**config.mk**
```make
export PLATFORM = sky130hd
export DESIGN_NAME = tcc_timer
export DESIGN_NICKNAME = d
export VERILOG_FILES = /design/src/rtl/tcc_pkg.sv /design/src/rtl/tcc_timer.sv
export VERILOG_INCLUDE_DIRS = /design/src /design/src/rtl
export SDC_FILE = /design/constraint.sdc
export NUM_CORES = 1
export LEC_CHECK = 0
export BUFFER_PORTS_ARGS = -buffer_cell sky130_fd_sc_hd__buf_2
export CAP_MARGIN = 20
export CORE_MARGIN = 3
export CORE_UTILIZATION = 50
export DETAILED_ROUTE_END_ITERATION = 6
export GPL_TIMING_DRIVEN = 0
export HOLD_SLACK_MARGIN = 0.03
export PLACE_DENSITY_LB_ADDON = 0.15
export SETUP_SLACK_MARGIN = 0.3
export SLEW_MARGIN = 20
export SYNTH_ARGS = -nofsm -noshare
export SYNTH_HDL_FRONTEND = slang
export SYNTH_SLANG_ARGS = --single-unit
```
**constraint.sdc**
```tcl
create_clock -name aclk -period 4.3 [get_ports aclk]
set_input_delay 0.215 -clock aclk [delete_from_list [all_inputs] [get_ports aclk]]
set_output_delay 0.215 -clock aclk [all_outputs]
set_load 0.05 [all_outputs]
```
**src/rtl/tcc_cfg.svh**
```systemverilog
`ifndef TCC_CFG_SVH
`define TCC_CFG_SVH
// ----------------------------------------
// register byte addresses
// ----------------------------------------
`define TCC_ADDR_CTRL 6'h00
`define TCC_ADDR_COUNT 6'h04
`define TCC_ADDR_CMP 6'h08
`define TCC_ADDR_STAT 6'h0c
`define TCC_ADDR_IEN 6'h10
`define TCC_ADDR_FORCE 6'h14
`define TCC_ADDR_ACT 6'h18
// ----------------------------------------
// control field positions
// ----------------------------------------
`define TCC_WGM_LO 0
`define TCC_WGM_HI 1
`define TCC_COM_LO 2
`define TCC_COM_HI 3
`define TCC_CS_LO 4
`define TCC_CS_HI 6
`define TCC_ASYNC_BIT 7
// ----------------------------------------
// status and enable bits
// ----------------------------------------
`define TCC_CMP_BIT 0
`define TCC_OVF_BIT 1
`define TCC_BOT_BIT 2
`define TCC_TOP_BIT 3
// ----------------------------------------
// values
// ----------------------------------------
`define TCC_BOTTOM 8'h00
`define TCC_MAX 8'hff
`define TCC_RST8 8'h00
`define TCC_CS_OFF 3'h0
`define TCC_COM_TOGGLE 2'h1
`define TCC_COM_CLEAR 2'h2
`define TCC_COM_SET 2'h3
`define TCC_RESP_OK 2'h0
`define TCC_RESP_DECERR 2'h3
`define TCC_PRE_W 12
`endif

```
**src/rtl/tcc_pkg.sv**
```systemverilog
package tcc_pkg;
  // waveform modes in field order
  typedef enum logic [1:0] {
    tcc_normal,
    tcc_pwm_phase,
    tcc_clear_on_match,
    tcc_pwm_fast
  } tcc_mode_type;
endpackage : tcc_pkg

```
**src/rtl/tcc_timer.sv**
```systemverilog
// Behaviour
// each timer tick clears, increments or decrements the counter per mode
// count moves one step by direction; clear zeroes all counter bits
// bottom flag at zero, top flag at the sequence's highest value
// clock select zero stops ticks and freezes the counter
// counter is readable and writable at any time
// software counter write beats any clear or count that cycle
// two waveform mode bits select the counting sequence
// overflow flag set at a mode dependent point, usable as interrupt
// 8-bit comparator flags counter equal to active compare value
// a match sets the compare flag one timer tick later
// compare interrupt requested when flag set and enable is one
// compare flag clears on service or on software write of one
// output action depends on match, waveform mode and output mode
// top and bottom indications drive the pwm output corner cases
// compare value double buffered in pwm modes, direct otherwise
// buffered compare copied to active only at sequence top
// compare accesses reach buffer when buffered, active otherwise
// force strobe in non-pwm modes acts on output only
// counter write blocks compare matches on the next timer tick
// software avoids writing count equal to compare or zero downcounting
// software sets up compare output before enabling the pin
// compare output state survives waveform mode changes
// output mode field takes effect immediately, not buffered
// bottom is 0x00, max 0xff, top is max or compare per mode
// timer ticks come from system clock or oscillator ticks by select
// normal mode counts up, wraps, overflow flag as count becomes zero
// clear-on-match mode clears counter when it matches compare
// hardware set of compare flag wins over a same cycle clear
//
// Our own choices: register access over AXI4-Lite and the register addresses.
`include "tcc_cfg.svh"
module tcc_timer (
  input wire logic aclk,
  input wire logic aresetn,
  input wire logic [5:0] s_axi_awaddr,
  input wire logic s_axi_awvalid,
  output logic s_axi_awready,
  input wire logic [31:0] s_axi_wdata,
  input wire logic [3:0] s_axi_wstrb,
  input wire logic s_axi_wvalid,
  output logic s_axi_wready,
  output logic [1:0] s_axi_bresp,
  output logic s_axi_bvalid,
  input wire logic s_axi_bready,
  input wire logic [5:0] s_axi_araddr,
  input wire logic s_axi_arvalid,
  output logic s_axi_arready,
  output logic [31:0] s_axi_rdata,
  output logic [1:0] s_axi_rresp,
  output logic s_axi_rvalid,
  input wire logic s_axi_rready,
  input wire logic osc_tick,
  input wire logic compare_irq_ack,
  input wire logic overflow_irq_ack,
  output logic compare_output,
  output logic compare_irq,
  output logic overflow_irq,
  output logic counter_at_bottom,
  output logic counter_at_top
);
  // ----------------------------------------
  // state
  // ----------------------------------------
  logic [7:0] ctrl_r;
  logic [7:0] timer_count_value_r;
  logic [7:0] compare_buffer_r;
  logic [7:0] compare_value_register_r;
  logic compare_match_flag_r;
  logic overflow_flag_r;
  logic [1:0] irq_en_r;
  logic count_up_r;
  logic block_r;
  logic out_r;
  logic [`TCC_PRE_W-1:0] pre_r;
  logic [5:0] awaddr_r;
  logic aw_full_r;
  logic [31:0] wdata_r;
  logic [3:0] wstrb_r;
  logic w_full_r;
  logic bvalid_r;
  logic [1:0] bresp_r;
  logic rvalid_r;
  logic [31:0] rdata_r;
  logic [1:0] rresp_r;
  // ----------------------------------------
  // decoded controls
  // ----------------------------------------
  tcc_pkg::tcc_mode_type mode;
  logic [1:0] com;
  logic [2:0] cs;
  logic is_pwm;
  logic wr_go;
  logic wr_b0;
  logic wr_ctrl;
  logic wr_count;
  logic wr_cmp;
  logic wr_stat;
  logic wr_ien;
  logic wr_force;
  logic src_tick;
  logic tick;
  logic match;
  logic hit;
  logic at_max;
  logic at_top;
  logic at_bot;
  logic ovf_hit;
  logic force_go;
  logic [7:0] cnt_nxt;
  logic dir_nxt;
  logic out_nxt;
  logic [31:0] rd_nxt;
  logic rd_ok;

  assign mode = tcc_pkg::tcc_mode_type'(ctrl_r[`TCC_WGM_HI:`TCC_WGM_LO]);
  assign com = ctrl_r[`TCC_COM_HI:`TCC_COM_LO];
  assign cs = ctrl_r[`TCC_CS_HI:`TCC_CS_LO];
  assign is_pwm = (mode == tcc_pkg::tcc_pwm_phase) || (mode == tcc_pkg::tcc_pwm_fast);

  // prescaler mask: divide by four to the power cs-1
  function automatic logic [`TCC_PRE_W-1:0] pre_mask(input logic [2:0] sel);
    logic [`TCC_PRE_W:0] one;
    one = {{`TCC_PRE_W{1'b0}}, 1'b1} << {sel - 3'h1, 1'b0};
    pre_mask = one[`TCC_PRE_W-1:0] - {{(`TCC_PRE_W-1){1'b0}}, 1'b1};
  endfunction : pre_mask

  // non-pwm output action, shared by real and forced matches
  function automatic logic non_pwm_out(input logic [1:0] m, input logic cur);
    case (m)
      `TCC_COM_TOGGLE: non_pwm_out = !cur;
      `TCC_COM_CLEAR: non_pwm_out = 1'b0;
      `TCC_COM_SET: non_pwm_out = 1'b1;
      default: non_pwm_out = cur;
    endcase
  endfunction : non_pwm_out

  // ----------------------------------------
  // timer tick generation
  // ----------------------------------------
  // oscillator ticks arrive as enables already in this clock domain
  assign src_tick = ctrl_r[`TCC_ASYNC_BIT] ? osc_tick : 1'b1;
  assign tick = (cs != `TCC_CS_OFF) && src_tick
      && ((pre_r & pre_mask(cs)) == pre_mask(cs));

  // prescaler held at zero while stopped so restart is phase aligned
  always_ff @(posedge aclk) begin
    if (!aresetn || cs == `TCC_CS_OFF) begin
      pre_r <= '0;
    end else if (src_tick) begin
      pre_r <= pre_r + {{(`TCC_PRE_W-1){1'b0}}, 1'b1};
    end
  end

  // ----------------------------------------
  // counter unit
  // ----------------------------------------
  assign at_max = timer_count_value_r == `TCC_MAX;
  assign at_bot = timer_count_value_r == `TCC_BOTTOM;
  assign at_top = (mode == tcc_pkg::tcc_clear_on_match) ? match : at_max;
  assign match = timer_count_value_r == compare_value_register_r;
  assign hit = match && !block_r;
  assign counter_at_bottom = at_bot;
  assign counter_at_top = at_top;

  // next count per mode; phase mode turns round at max and bottom
  always_comb begin
    cnt_nxt = timer_count_value_r + 8'h01;
    dir_nxt = 1'b1;
    case (mode)
      tcc_pkg::tcc_clear_on_match: begin
        if (hit) begin
          cnt_nxt = `TCC_BOTTOM;
        end
      end
      tcc_pkg::tcc_pwm_phase: begin
        dir_nxt = count_up_r ? !at_max : at_bot;
        if (!dir_nxt) begin
          cnt_nxt = timer_count_value_r - 8'h01;
        end
      end
      default: begin
        dir_nxt = 1'b1;
      end
    endcase
  end

  // software write wins over any tick action
  always_ff @(posedge aclk) begin
    if (!aresetn) begin
      timer_count_value_r <= `TCC_RST8;
      count_up_r <= 1'b1;
    end else if (wr_count) begin
      timer_count_value_r <= wdata_r[7:0];
    end else if (tick) begin
      timer_count_value_r <= cnt_nxt;
      count_up_r <= dir_nxt;
    end
  end

  // a counter write blocks matches until the next tick has passed
  always_ff @(posedge aclk) begin
    if (!aresetn) begin
      block_r <= 1'b0;
    end else if (wr_count) begin
      block_r <= 1'b1;
    end else if (tick) begin
      block_r <= 1'b0;
    end
  end

  // ----------------------------------------
  // compare registers
  // ----------------------------------------
  // pwm writes land in the buffer; copied at top to avoid odd pulses
  always_ff @(posedge aclk) begin
    if (!aresetn) begin
      compare_buffer_r <= `TCC_RST8;
      compare_value_register_r <= `TCC_RST8;
    end else begin
      if (wr_cmp) begin
        compare_buffer_r <= wdata_r[7:0];
      end
      if (wr_cmp && !is_pwm) begin
        compare_value_register_r <= wdata_r[7:0];
      end else if (is_pwm && tick && at_max) begin
        compare_value_register_r <= compare_buffer_r;
      end
    end
  end

  // ----------------------------------------
  // flags
  // ----------------------------------------
  assign ovf_hit = (mode == tcc_pkg::tcc_pwm_phase) ? (at_bot && !count_up_r) : at_max;

  // hardware set wins over a clear in the same cycle
  always_ff @(posedge aclk) begin
    if (!aresetn) begin
      compare_match_flag_r <= 1'b0;
    end else if (tick && hit) begin
      compare_match_flag_r <= 1'b1;
    end else if (compare_irq_ack || (wr_stat && wdata_r[`TCC_CMP_BIT])) begin
      compare_match_flag_r <= 1'b0;
    end
  end

  always_ff @(posedge aclk) begin
    if (!aresetn) begin
      overflow_flag_r <= 1'b0;
    end else if (tick && ovf_hit && !wr_count) begin
      overflow_flag_r <= 1'b1;
    end else if (overflow_irq_ack || (wr_stat && wdata_r[`TCC_OVF_BIT])) begin
      overflow_flag_r <= 1'b0;
    end
  end

  assign compare_irq = compare_match_flag_r && irq_en_r[`TCC_CMP_BIT];
  assign overflow_irq = overflow_flag_r && irq_en_r[`TCC_OVF_BIT];

  // ----------------------------------------
  // waveform output
  // ----------------------------------------
  assign force_go = wr_force && wdata_r[0] && !is_pwm;

  // output mode read live each time; mode changes never reset the output
  always_comb begin
    out_nxt = out_r;
    if (tick) begin
      case (mode)
        tcc_pkg::tcc_pwm_fast: begin
          if (hit && com[1]) begin
            out_nxt = com[0];
          end else if (at_max && com[1]) begin
            out_nxt = !com[0];
          end
        end
        tcc_pkg::tcc_pwm_phase: begin
          if (hit && com[1]) begin
            out_nxt = count_up_r ? com[0] : !com[0];
          end
        end
        default: begin
          if (hit) begin
            out_nxt = non_pwm_out(com, out_r);
          end
        end
      endcase
    end
    if (force_go) begin
      out_nxt = non_pwm_out(com, out_r);
    end
  end

  always_ff @(posedge aclk) begin
    if (!aresetn) begin
      out_r <= 1'b0;
    end else begin
      out_r <= out_nxt;
    end
  end

  assign compare_output = out_r;

  // ----------------------------------------
  // bus slave, write side
  // ----------------------------------------
  // address and data are held until both are in, then applied once
  assign s_axi_awready = !aw_full_r && !bvalid_r;
  assign s_axi_wready = !w_full_r && !bvalid_r;
  assign wr_go = aw_full_r && w_full_r && !bvalid_r;
  assign wr_b0 = wr_go && wstrb_r[0];
  assign wr_ctrl = wr_b0 && awaddr_r == `TCC_ADDR_CTRL;
  assign wr_count = wr_b0 && awaddr_r == `TCC_ADDR_COUNT;
  assign wr_cmp = wr_b0 && awaddr_r == `TCC_ADDR_CMP;
  assign wr_stat = wr_b0 && awaddr_r == `TCC_ADDR_STAT;
  assign wr_ien = wr_b0 && awaddr_r == `TCC_ADDR_IEN;
  assign wr_force = wr_b0 && awaddr_r == `TCC_ADDR_FORCE;

  always_ff @(posedge aclk) begin
    if (!aresetn) begin
      aw_full_r <= 1'b0;
      w_full_r <= 1'b0;
      awaddr_r <= '0;
      wdata_r <= '0;
      wstrb_r <= '0;
    end else begin
      if (s_axi_awvalid && s_axi_awready) begin
        aw_full_r <= 1'b1;
        awaddr_r <= {s_axi_awaddr[5:2], 2'b00};
      end else if (wr_go) begin
        aw_full_r <= 1'b0;
      end
      if (s_axi_wvalid && s_axi_wready) begin
        w_full_r <= 1'b1;
        wdata_r <= s_axi_wdata;
        wstrb_r <= s_axi_wstrb;
      end else if (wr_go) begin
        w_full_r <= 1'b0;
      end
    end
  end

  always_ff @(posedge aclk) begin
    if (!aresetn) begin
      bvalid_r <= 1'b0;
      bresp_r <= `TCC_RESP_OK;
    end else if (wr_go) begin
      bvalid_r <= 1'b1;
      bresp_r <= (awaddr_r > `TCC_ADDR_ACT) ? `TCC_RESP_DECERR : `TCC_RESP_OK;
    end else if (s_axi_bready) begin
      bvalid_r <= 1'b0;
    end
  end

  assign s_axi_bvalid = bvalid_r;
  assign s_axi_bresp = bresp_r;

  // control and enable registers
  always_ff @(posedge aclk) begin
    if (!aresetn) begin
      ctrl_r <= `TCC_RST8;
      irq_en_r <= 2'h0;
    end else begin
      if (wr_ctrl) begin
        ctrl_r <= wdata_r[7:0];
      end
      if (wr_ien) begin
        irq_en_r <= wdata_r[1:0];
      end
    end
  end

  // ----------------------------------------
  // bus slave, read side
  // ----------------------------------------
  // compare reads follow the same buffer choice as writes
  always_comb begin
    rd_nxt = 32'h0000_0000;
    rd_ok = 1'b1;
    case ({s_axi_araddr[5:2], 2'b00})
      `TCC_ADDR_CTRL: rd_nxt[7:0] = ctrl_r;
      `TCC_ADDR_COUNT: rd_nxt[7:0] = timer_count_value_r;
      `TCC_ADDR_CMP: rd_nxt[7:0] = is_pwm ? compare_buffer_r : compare_value_register_r;
      `TCC_ADDR_STAT: begin
        rd_nxt[`TCC_CMP_BIT] = compare_match_flag_r;
        rd_nxt[`TCC_OVF_BIT] = overflow_flag_r;
        rd_nxt[`TCC_BOT_BIT] = at_bot;
        rd_nxt[`TCC_TOP_BIT] = at_top;
      end
      `TCC_ADDR_IEN: rd_nxt[1:0] = irq_en_r;
      `TCC_ADDR_FORCE: rd_nxt[0] = 1'b0; // strobe reads as zero
      `TCC_ADDR_ACT: rd_nxt[7:0] = compare_value_register_r;
      default: rd_ok = 1'b0;
    endcase
  end

  assign s_axi_arready = !rvalid_r;

  always_ff @(posedge aclk) begin
    if (!aresetn) begin
      rvalid_r <= 1'b0;
      rdata_r <= '0;
      rresp_r <= `TCC_RESP_OK;
    end else if (s_axi_arvalid && !rvalid_r) begin
      rvalid_r <= 1'b1;
      rdata_r <= rd_nxt;
      rresp_r <= rd_ok ? `TCC_RESP_OK : `TCC_RESP_DECERR;
    end else if (s_axi_rready) begin
      rvalid_r <= 1'b0;
    end
  end

  assign s_axi_rvalid = rvalid_r;
  assign s_axi_rdata = rdata_r;
  assign s_axi_rresp = rresp_r;

  // ----------------------------------------
  // checks
  // ----------------------------------------
  stop_no_tick_a: assert property (@(posedge aclk) disable iff (!aresetn)
    cs == `TCC_CS_OFF |-> !tick) else $error("tick while stopped");

  write_wins_a: assert property (@(posedge aclk) disable iff (!aresetn)
    wr_count |=> timer_count_value_r == $past(wdata_r[7:0]))
    else $error("counter write lost");

  ctc_clear_a: assert property (@(posedge aclk) disable iff (!aresetn)
    tick && hit && !wr_count && mode == tcc_pkg::tcc_clear_on_match
    |=> timer_count_value_r == `TCC_BOTTOM) else $error("no clear on match");

  normal_up_a: assert property (@(posedge aclk) disable iff (!aresetn)
    tick && !wr_count && !wr_ctrl && mode == tcc_pkg::tcc_normal
    |=> timer_count_value_r == $past(timer_count_value_r) + 8'h01)
    else $error("normal count not one up");

  flag_set_a: assert property (@(posedge aclk) disable iff (!aresetn)
    tick && match && !block_r |=> compare_match_flag_r) else $error("match flag not set");

  match_block_a: assert property (@(posedge aclk) disable iff (!aresetn)
    wr_count ##1 (tick && !compare_match_flag_r) |=> !compare_match_flag_r)
    else $error("match after counter write");

  cmp_irq_a: assert property (@(posedge aclk) disable iff (!aresetn)
    $rose(compare_match_flag_r) && irq_en_r[`TCC_CMP_BIT] |-> compare_irq)
    else $error("no compare irq");

  ovf_wrap_a: assert property (@(posedge aclk) disable iff (!aresetn)
    tick && at_max && !wr_count && !wr_ctrl && mode == tcc_pkg::tcc_normal
    |=> overflow_flag_r && timer_count_value_r == `TCC_BOTTOM)
    else $error("no overflow at wrap");

  buffer_hold_a: assert property (@(posedge aclk) disable iff (!aresetn)
    is_pwm && !wr_ctrl && !(tick && at_max)
    |=> $stable(compare_value_register_r)) else $error("active compare moved off top");

  force_out_a: assert property (@(posedge aclk) disable iff (!aresetn)
    force_go && com == `TCC_COM_TOGGLE
    |=> compare_output != $past(compare_output) && $stable(compare_match_flag_r))
    else $error("force strobe misbehaved");
endmodule : tcc_timer

```
==> results.md, run 1 <==
- Total Die Area: 10,900 um2
- Yosys warns: 0
- Hold_ws: 0.100 ns
- CTS buffer count: 9
- Share of Yosys cell area claimed by the top area cell type: 32.4%
- Ys async rst share: 0%
- # setup viols final: 0
- Largest net degree at the start of global routing: 14
- Area Overhead vs Synth: 13.8%
- CTS tree: done
- Final Cell Area: 5480 um2
- Core footprint: 9280 um2
- Most frequent cell after synthesis: dfxtp_1
- First-pass GRT wire length: 21.7 mm
- DR iter-0 viols: 353
- GP Congestion: 0.958
- Clock Path Buffers: 2
- R2R setup slack: 1.15 ns
- Pins Over Slew Limit: 0
- Crit path to: timer_count_value_r[3]
- Crit path launch type: flop
- # diodes: 0
- Critical path peak fanout: 10
- Outcome: complete, no violations
- Routed Antenna Nets: 0
- Dominant cell type by area after synthesis: dfxtp_1
- Starting Density: 51.9%
- Power Dens Cells: 274 nW/um2
- Worst R2R Start: ctrl_r[5]
- Worst vdd ir: 0.000179 V
- Die Span X: 104 um
- Row Count: 35
- Crit-path cells: clkbuf_8, nor2_1, ha_1, buf_6, inv_1, nand3b_1, ha_1, nand2b_1, mux2i_1, o211ai_2, or4_4, buf_6, a2111o_1, o2111a_1
- DRT Pass-1 Iters: 6
- Critical path arrival: 3.40 ns
- Req. time, crit path: 4.54 ns
- Top FF cell, synth: dfxtp_1
- Tot Pwr: 1500 uW
- GR Util All Layers: 24.6%
- Post-DP HPWL: 10.2 mm
- Clock slew seen by the registers of the worst setup and hold paths: 0.08 ns
- Seq pwr share: 50.3%
- Slew HR: 32.1%
- Minimum clock period: 3.15 ns
- Register bit total from synthesis: 78
- Clock sink count: 78
- Element type at the critical path end: flop
- Worst-Skew Late Latency: 0.35 ns
- Number of global-route vias before repair: 4,285
- Vias per cell: 5.65
- Post-synth EDFFs: 0
- P_leak: 0.00225 uW
- Placed inst area: 5290 um2
- Final Cycle Share: 73.3%
- Post-CTS Setup Bufs: 0
- Total of max-cap violations: 0
- Worst reg2reg path depth: 14
- Ports: 104
- Internal: 1060 uW
- DRC Markers: 0
- Origin of the worst setup path: ctrl_r[5]
- Hold Buf Count CTS: 0
- Fillers: 910
- Clk root buf: clkbuf_8
- Most instantiated cells after synthesis: dfxtp_1 (78), nand2_1 (62), nor2_1 (57)
- R2r endpoint: timer_count_value_r[3]
- Register area share after synthesis: 32.4%
- Gr ovfl total: 0
- Unrepaired setup endpoints after global routing: false
- NetSw: 444 uW
- Total Nets Final: 742
- Leading post-synthesis cells by cell area: dfxtp_1 (32%), a21oi_1 (5.0%), nand2_1 (4.8%)
- Hold Fails Final Rpt: 0
- Area of the mapped netlist: 4820 um2
- HP Class: in2reg
- Comb power frac: 13.1%
- Post-synthesis area per instance: 8.10 um2
- Slowest stage cell on the critical path: or4_4
- CP peak stage delay: 0.45 ns
- Max Freq: 317 MHz
- H-tree depth reported by CTS: 3
- Share of cells above drive strength 1: 17.3%
- Routed wire length: 13.3 mm
- Crit path kind: reg2reg
- Wire per inst: 16.5 um
- Synth Instances: 595
- Clock power frac: 36.6%
- Skew final: 0.0141 ns
- Port-buffer cells: 44
- Number of distinct library cells after synthesis: 73
- Switching part of the total: 29.5%
- Via count: 4,561
- Worst slew pin tran: 1.01 ns
- PostCTS Resize Cnt: 0
- Setup total negative slack: 0 ns
- Die Y: 104 um
- Initial antenna violation count: 0
==> state kept, by name, summed over array words and instances, names as in the netlist, 2 cells and up <==
signal,flops
wdata_r,8
timer_count_value_r,8
irq_en_r,2
compare_value_register_r,8
ctrl_r,8
awaddr_r,4
compare_buffer_r,8
s_axi_rdata,8
pre_r,12
==> area by class of cell <==
cell class	count	area [um2]	share of cell area, %
Clock inverter	5	58.8	1.07
Timing Repair Buffer	45	230	4.20
Sequential cell	78	1560	28.5
Multi-Input combinational cell	461	2870	52.4
Buffer	63	410	7.48
Tap cell	129	161	2.94
Clock buffer	10	128	2.33
Inverter	16	60.1	1.10
==> power groups by stage <==
stage	Combinational [uW]	Clock, uW	Sequential, uW
final	197	550	756
after global routing	212	596	759
after CTS	196	559	756
after detailed placement	195	0	773
after global placement	193	0	772
after floorplan	139	0	785
==> cell usage in the layout, fill, tap and decap left out, types with 19 or more instances in the layout <==
cell / n
dfxtp_1: 78
clkbuf_1: 20
buf_2: 51
xnor2_1: 19
conb_1: 24
a21oi_1: 48
mux2i_1: 21
nor2_1: 57
buf_4: 28
o21ai_0: 20
nand3_1: 27
nand2_1: 62
==> cells by family after synthesis <==
logic type,synth area share [%]
mux,4.59
fa+ha+maj,2.60
other cells,0.0778
buf+inv,9.76
xor+xnor,5.45
compound gates,21.3
flops,32.4
simple gates,23.8
==> critical path, delay by kind of cell (launching register included) <==
kind / cells / cell delay, ns
AO/OA/AOI/OAI: 3 / 0.61
adder cells (fa/ha/maj): 2 / 0.49
buffers and inverters: 4 / 0.57
flip-flops: 1 / 0.36
multiplexers: 1 / 0.26
AND/OR/NAND/NOR: 4 / 0.76
==> per-stage QoR <==
step	setup WS, ns	std cells	utilization (%)
6_report	1.15	807	59.1
5_1_grt	0.885	807	59.1
4_1_cts	1.16	806	59.0
3_5_place_dp	1.18	791	57.0
3_3_place_gp	1.20	791	57.0
2_1_floorplan	1.43	618	-
==> metal layers <==
| layer | global-route usage, % | part of all wire, % | wire length [um] |
|---|---|---|---|
| met5 | 0 | 0 | 0 |
| met4 | 9.12 | 2.4 | 321 |
| met3 | 4.22 | 6.0 | 793 |
| met2 | 40.0 | 45 | 6020 |
| met1 | 32.9 | 46 | 6170 |
==> worst min path at each step <==
stage	startpoint	end	slack (ns)	cells past startpoint
2_1_floorplan	s_axi_rready	s_axi_rvalid	0.32	1
3_3_place_gp	s_axi_rready	s_axi_rvalid	0.40	2
3_5_place_dp	s_axi_rready	s_axi_rvalid	0.41	2
4_1_cts	s_axi_rready	s_axi_rvalid	0.03	2
5_1_grt	s_axi_awaddr[2]	awaddr_r[2]	0.1	3
6_report	s_axi_awaddr[4]	awaddr_r[4]	0.10	3
No activity file was read; power rests on OpenSTA's default activity.
==> run 2, diff against run 1 <==
--- a/config.mk
+++ b/config.mk
@@ -6,6 +6,7 @@
 export SDC_FILE = /design/constraint.sdc
 export NUM_CORES = 1
 export LEC_CHECK = 0
+export ABC_AREA = 1
 export BUFFER_PORTS_ARGS = -buffer_cell sky130_fd_sc_hd__buf_2
 export CAP_MARGIN = 20
 export CORE_MARGIN = 3
==> constraint.sdc (replaced) <==
create_clock -name aclk -period 2.67 [get_ports aclk]
set_input_delay 0.1335 -clock aclk [delete_from_list [all_inputs] [get_ports aclk]]
set_output_delay 0.1335 -clock aclk [all_outputs]
set_load 0.05 [all_outputs]
==> run 2 against run 1 <==
Non-clock buffer count up 11. Hold slack worse by 0.051 ns. Core utilization up 5.2 points. Critical path type unchanged. Die area up 0.27%. Combinational power up 86%. Synthesized cell count up 21%. Clock power up 77%. Clock-buffer cell count down 1. Cell count up 19%. Register-to-register slack worse by 0.96 ns. Clock skew up 0.0023 ns. Flip-flop and latch count unchanged.
==> results.md, run 2 <==
- Outcome: complete, no violations
- GR Util All Layers: 26.6% (+2.0 points)
- Number of distinct library cells after synthesis: 43 (-41%)
- # diodes: 0 (unchanged)
- # setup viols final: 0 (unchanged)
- Element type at the critical path end: flop
- Simple logic cell fraction of the synthesized area: 29.0% (+5.2 points)
- Core footprint: 9330 um2 (+0.47%)
- Total Die Area: 10,900 um2 (+0.27%)
- Hold_ws: 0.0499 ns (-0.0506 ns)
- Unrepaired setup endpoints after global routing: true
- Starting Density: 51.8% (-0.096 points)
- Wire per inst: 15.4 um (-6.6%)
- Top FF cell, synth: dfxtp_1
- Setup total negative slack: 0 ns (unchanged)
- Adder-cell share of the synthesized area: 2.59% (-0.0074 points)
- Most instantiated cells after synthesis: nand2_1 (139), inv_1 (90), dfxtp_1 (78)
- Die Span X: 104 um (+0.13%)
- Post-DP HPWL: 10.9 mm (+7.1%)
- Clock sink count: 78 (unchanged)
- Critical path peak fanout: 6 (-4)
- Vias per cell: 5.36 (-5.1%)
- Routed wire length: 14.8 mm (+11%)
- GP Congestion: 0.925 (-3.5%)
- Worst-Skew Late Latency: 0.36 ns (about the same)
- CTS tree: done
- Die Y: 104 um (+0.13%)
- DP Worst Slack: -0.120 ns (-1.30 ns)
- Fillers: 845 (-7.1%)
- Total of max-cap violations: 0 (unchanged)
- Most common cell after layout, fill and taps aside: nand2_1
- CTS buffer count: 9 (unchanged)
- Share of Yosys cell area claimed by the top area cell type: 32.3% (-0.092 points)
- Yosys warns: 0 (unchanged)
- Clk root buf: clkbuf_8
- Via count: 5,154 (+13%)
- Max Freq: 403 MHz (+27%)
- Synth Instances: 718 (+21%)
- Post-synth EDFFs: 0 (unchanged)
- Dominant cell type by area after synthesis: dfxtp_1
- Largest family of logic cells by synthesized area: simple AND/OR/NAND/NOR gates
- Row Count: 35 (unchanged)
- Final Cycle Share: 92.8% (+20 points)
- Leading post-synthesis cells by cell area: dfxtp_1 (32%), nand2_1 (11%), inv_1 (7.0%)
- Worst slew pin tran: 0.702 ns (-0.307 ns)
- Register bit total from synthesis: 78 (unchanged)
- Critical path arrival: 2.72 ns (-0.68 ns)
- Largest register FFs: 12 (unchanged)
- Crit path launch type: flop
- Setup ws final: 0.191 ns (-0.958 ns)
- Req. time, crit path: 2.92 ns (-1.62 ns)
- Area of the multi-input gates: 2890 um2 (+0.48%)
- Clock Path Buffers: 2 (unchanged)
- XOR/XNOR Fraction of Synth Area: 2.36% (-3.1 points)
- Most frequent cells in the layout: nand2_1 (136), inv_1 (89), dfxtp_1 (75)
- Post-synthesis area per instance: 6.73 um2 (-17%)
- HP Class: in2reg
- Pins Over Slew Limit: 0 (unchanged)
- Skew final: 0.0164 ns (+0.00232 ns)
- DRC Markers: 0 (unchanged)
- DR iter-0 viols: 460 (+30%)
- Power Dens Cells: 427 nW/um2 (+56%)
- Sequential Area: 1570 um2 (+0.24%)
- Gr ovfl total: 0 (unchanged)
- Clock slew seen by the registers of the worst setup and hold paths: 0.10 ns (+0.02 ns)
- Ports: 104 (unchanged)
- Area Overhead vs Synth: 24.0%
- Area of the mapped netlist: 4830 um2 (+0.29%)
- Crit path kind: reg2reg
- Worst vdd ir: 0.000322 V (+80%)
- Largest Register: pre_r
- Register area share after synthesis: 32.3% (-0.092 points)
- P_leak: 0.00273 uW (+21%)
- Total Nets Final: 895 (+21%)
- Most frequent cell after synthesis: nand2_1
- H-tree depth reported by CTS: 3 (unchanged)
- Share of cells above drive strength 1: 24.4% (+7.1 points)
- Hold Fails Final Rpt: 0 (unchanged)
- Ys async rst share: 0% (unchanged)
- Slew HR: 53.2% (+21 points)
- Port-buffer cells: 47 (+6.8%)
- First-pass GRT wire length: 23.2 mm (+6.6%)
- DRT Pass-1 Iters: 5 (-1)
- Minimum clock period: 2.48 ns (-0.672 ns)
- Largest net degree at the start of global routing: 17 (+3)
- Initial antenna violation count: 0 (unchanged)
- Mux contribution to synthesized area: 0% (-4.6 points)
- Number of global-route vias before repair: 4,759 (+11%)
- Routed Antenna Nets: 0 (unchanged)
- Complex-gate fraction of the synthesized area: 19.5% (-1.8 points)
## run 2: power breakdown
group          leakage, uW  switching (uW)  internal, uW
Sequential        0.000635            26.2          1190
Combinational      0.00199             267          99.0
Clock             0.000106             516           457
Total              0.00273             810          1750
## run 2: layout make-up
type	instances	area share [%]
timing repair buffer	73	7.71
clock inverter	7	1.48
inverter	99	6.51
buffer	46	5.22
tap	129	2.69
multi-input combinational	520	48.2
sequential	78	26.1
clock buffer	9	2.07
## run 2: cells by family (layout without fill, tap and decap cells)
logic type | Yosys count | after routing
AOI/OAI and AO/OA | 164 | 164
xor gates and xnor gates | 13 | 13
adders and majority gates | 10 | 10
buffers and inverters | 145 | 234
DFF | 78 | 78
other | 1 | 24
and+or+nand+nor | 307 | 309
## run 2: final timing paths
| kind | start | end | slack [ns] | cells past startpoint |
|---|---|---|---|---|
| setup / recovery | ctrl_r[4] | compare_value_register_r[7] | 0.19 | 16 |
| hold / removal | s_axi_wdata[6] | wdata_r[6] | 0.05 | 3 |
| setup reg to reg | ctrl_r[4] | compare_value_register_r[7] | 0.19 | 16 |
| hold reg to reg | s_axi_rdata[0] | s_axi_rdata[0] | 0.48 | 2 |
## run 2: timing repair
action,CTS,global route
resized for setup,23,34
endpoints found under the hold margin,2,0
setup buffers,13,10
gates cloned,2,0
setup endpoints to repair,26,25
pin swaps,12,23
hold buffers,3,0
## run 2: critical path, cell delays in order, from the launching register on
cell and delay [ns]:
dfxtp_2 0.33, buf_8 0.11, nor2_4 0.13, ha_4 0.22
inv_4 0.08, nand3_4 0.08, ha_4 0.26, o211ai_1 0.08
nor2_1 0.17, nand3_2 0.11, nor2_4 0.11, buf_12 0.13
nand4_4 0.17, nand2_4 0.15, inv_6 0.06, nor2_2 0.09
nor2_1 0.06
## run 2: routing by layer
layer  GRT usage (%)  wire length [um]
met5               0                 0
met4            11.4               467
met3            4.90              1200
met2            42.9              6570
met1            34.9              6560
## run 2: through the flow
step                power [uW]  util (%)  cells  cell area (um2)
detailed placement        1590      57.0    917             5320
CTS                       2550      62.2    951             5800
finish                    2560      64.2    961             5990
global placement          1590      57.0    917             5320
floorplan                 1510         -    741             4920
global route              2640      64.2    961             5990
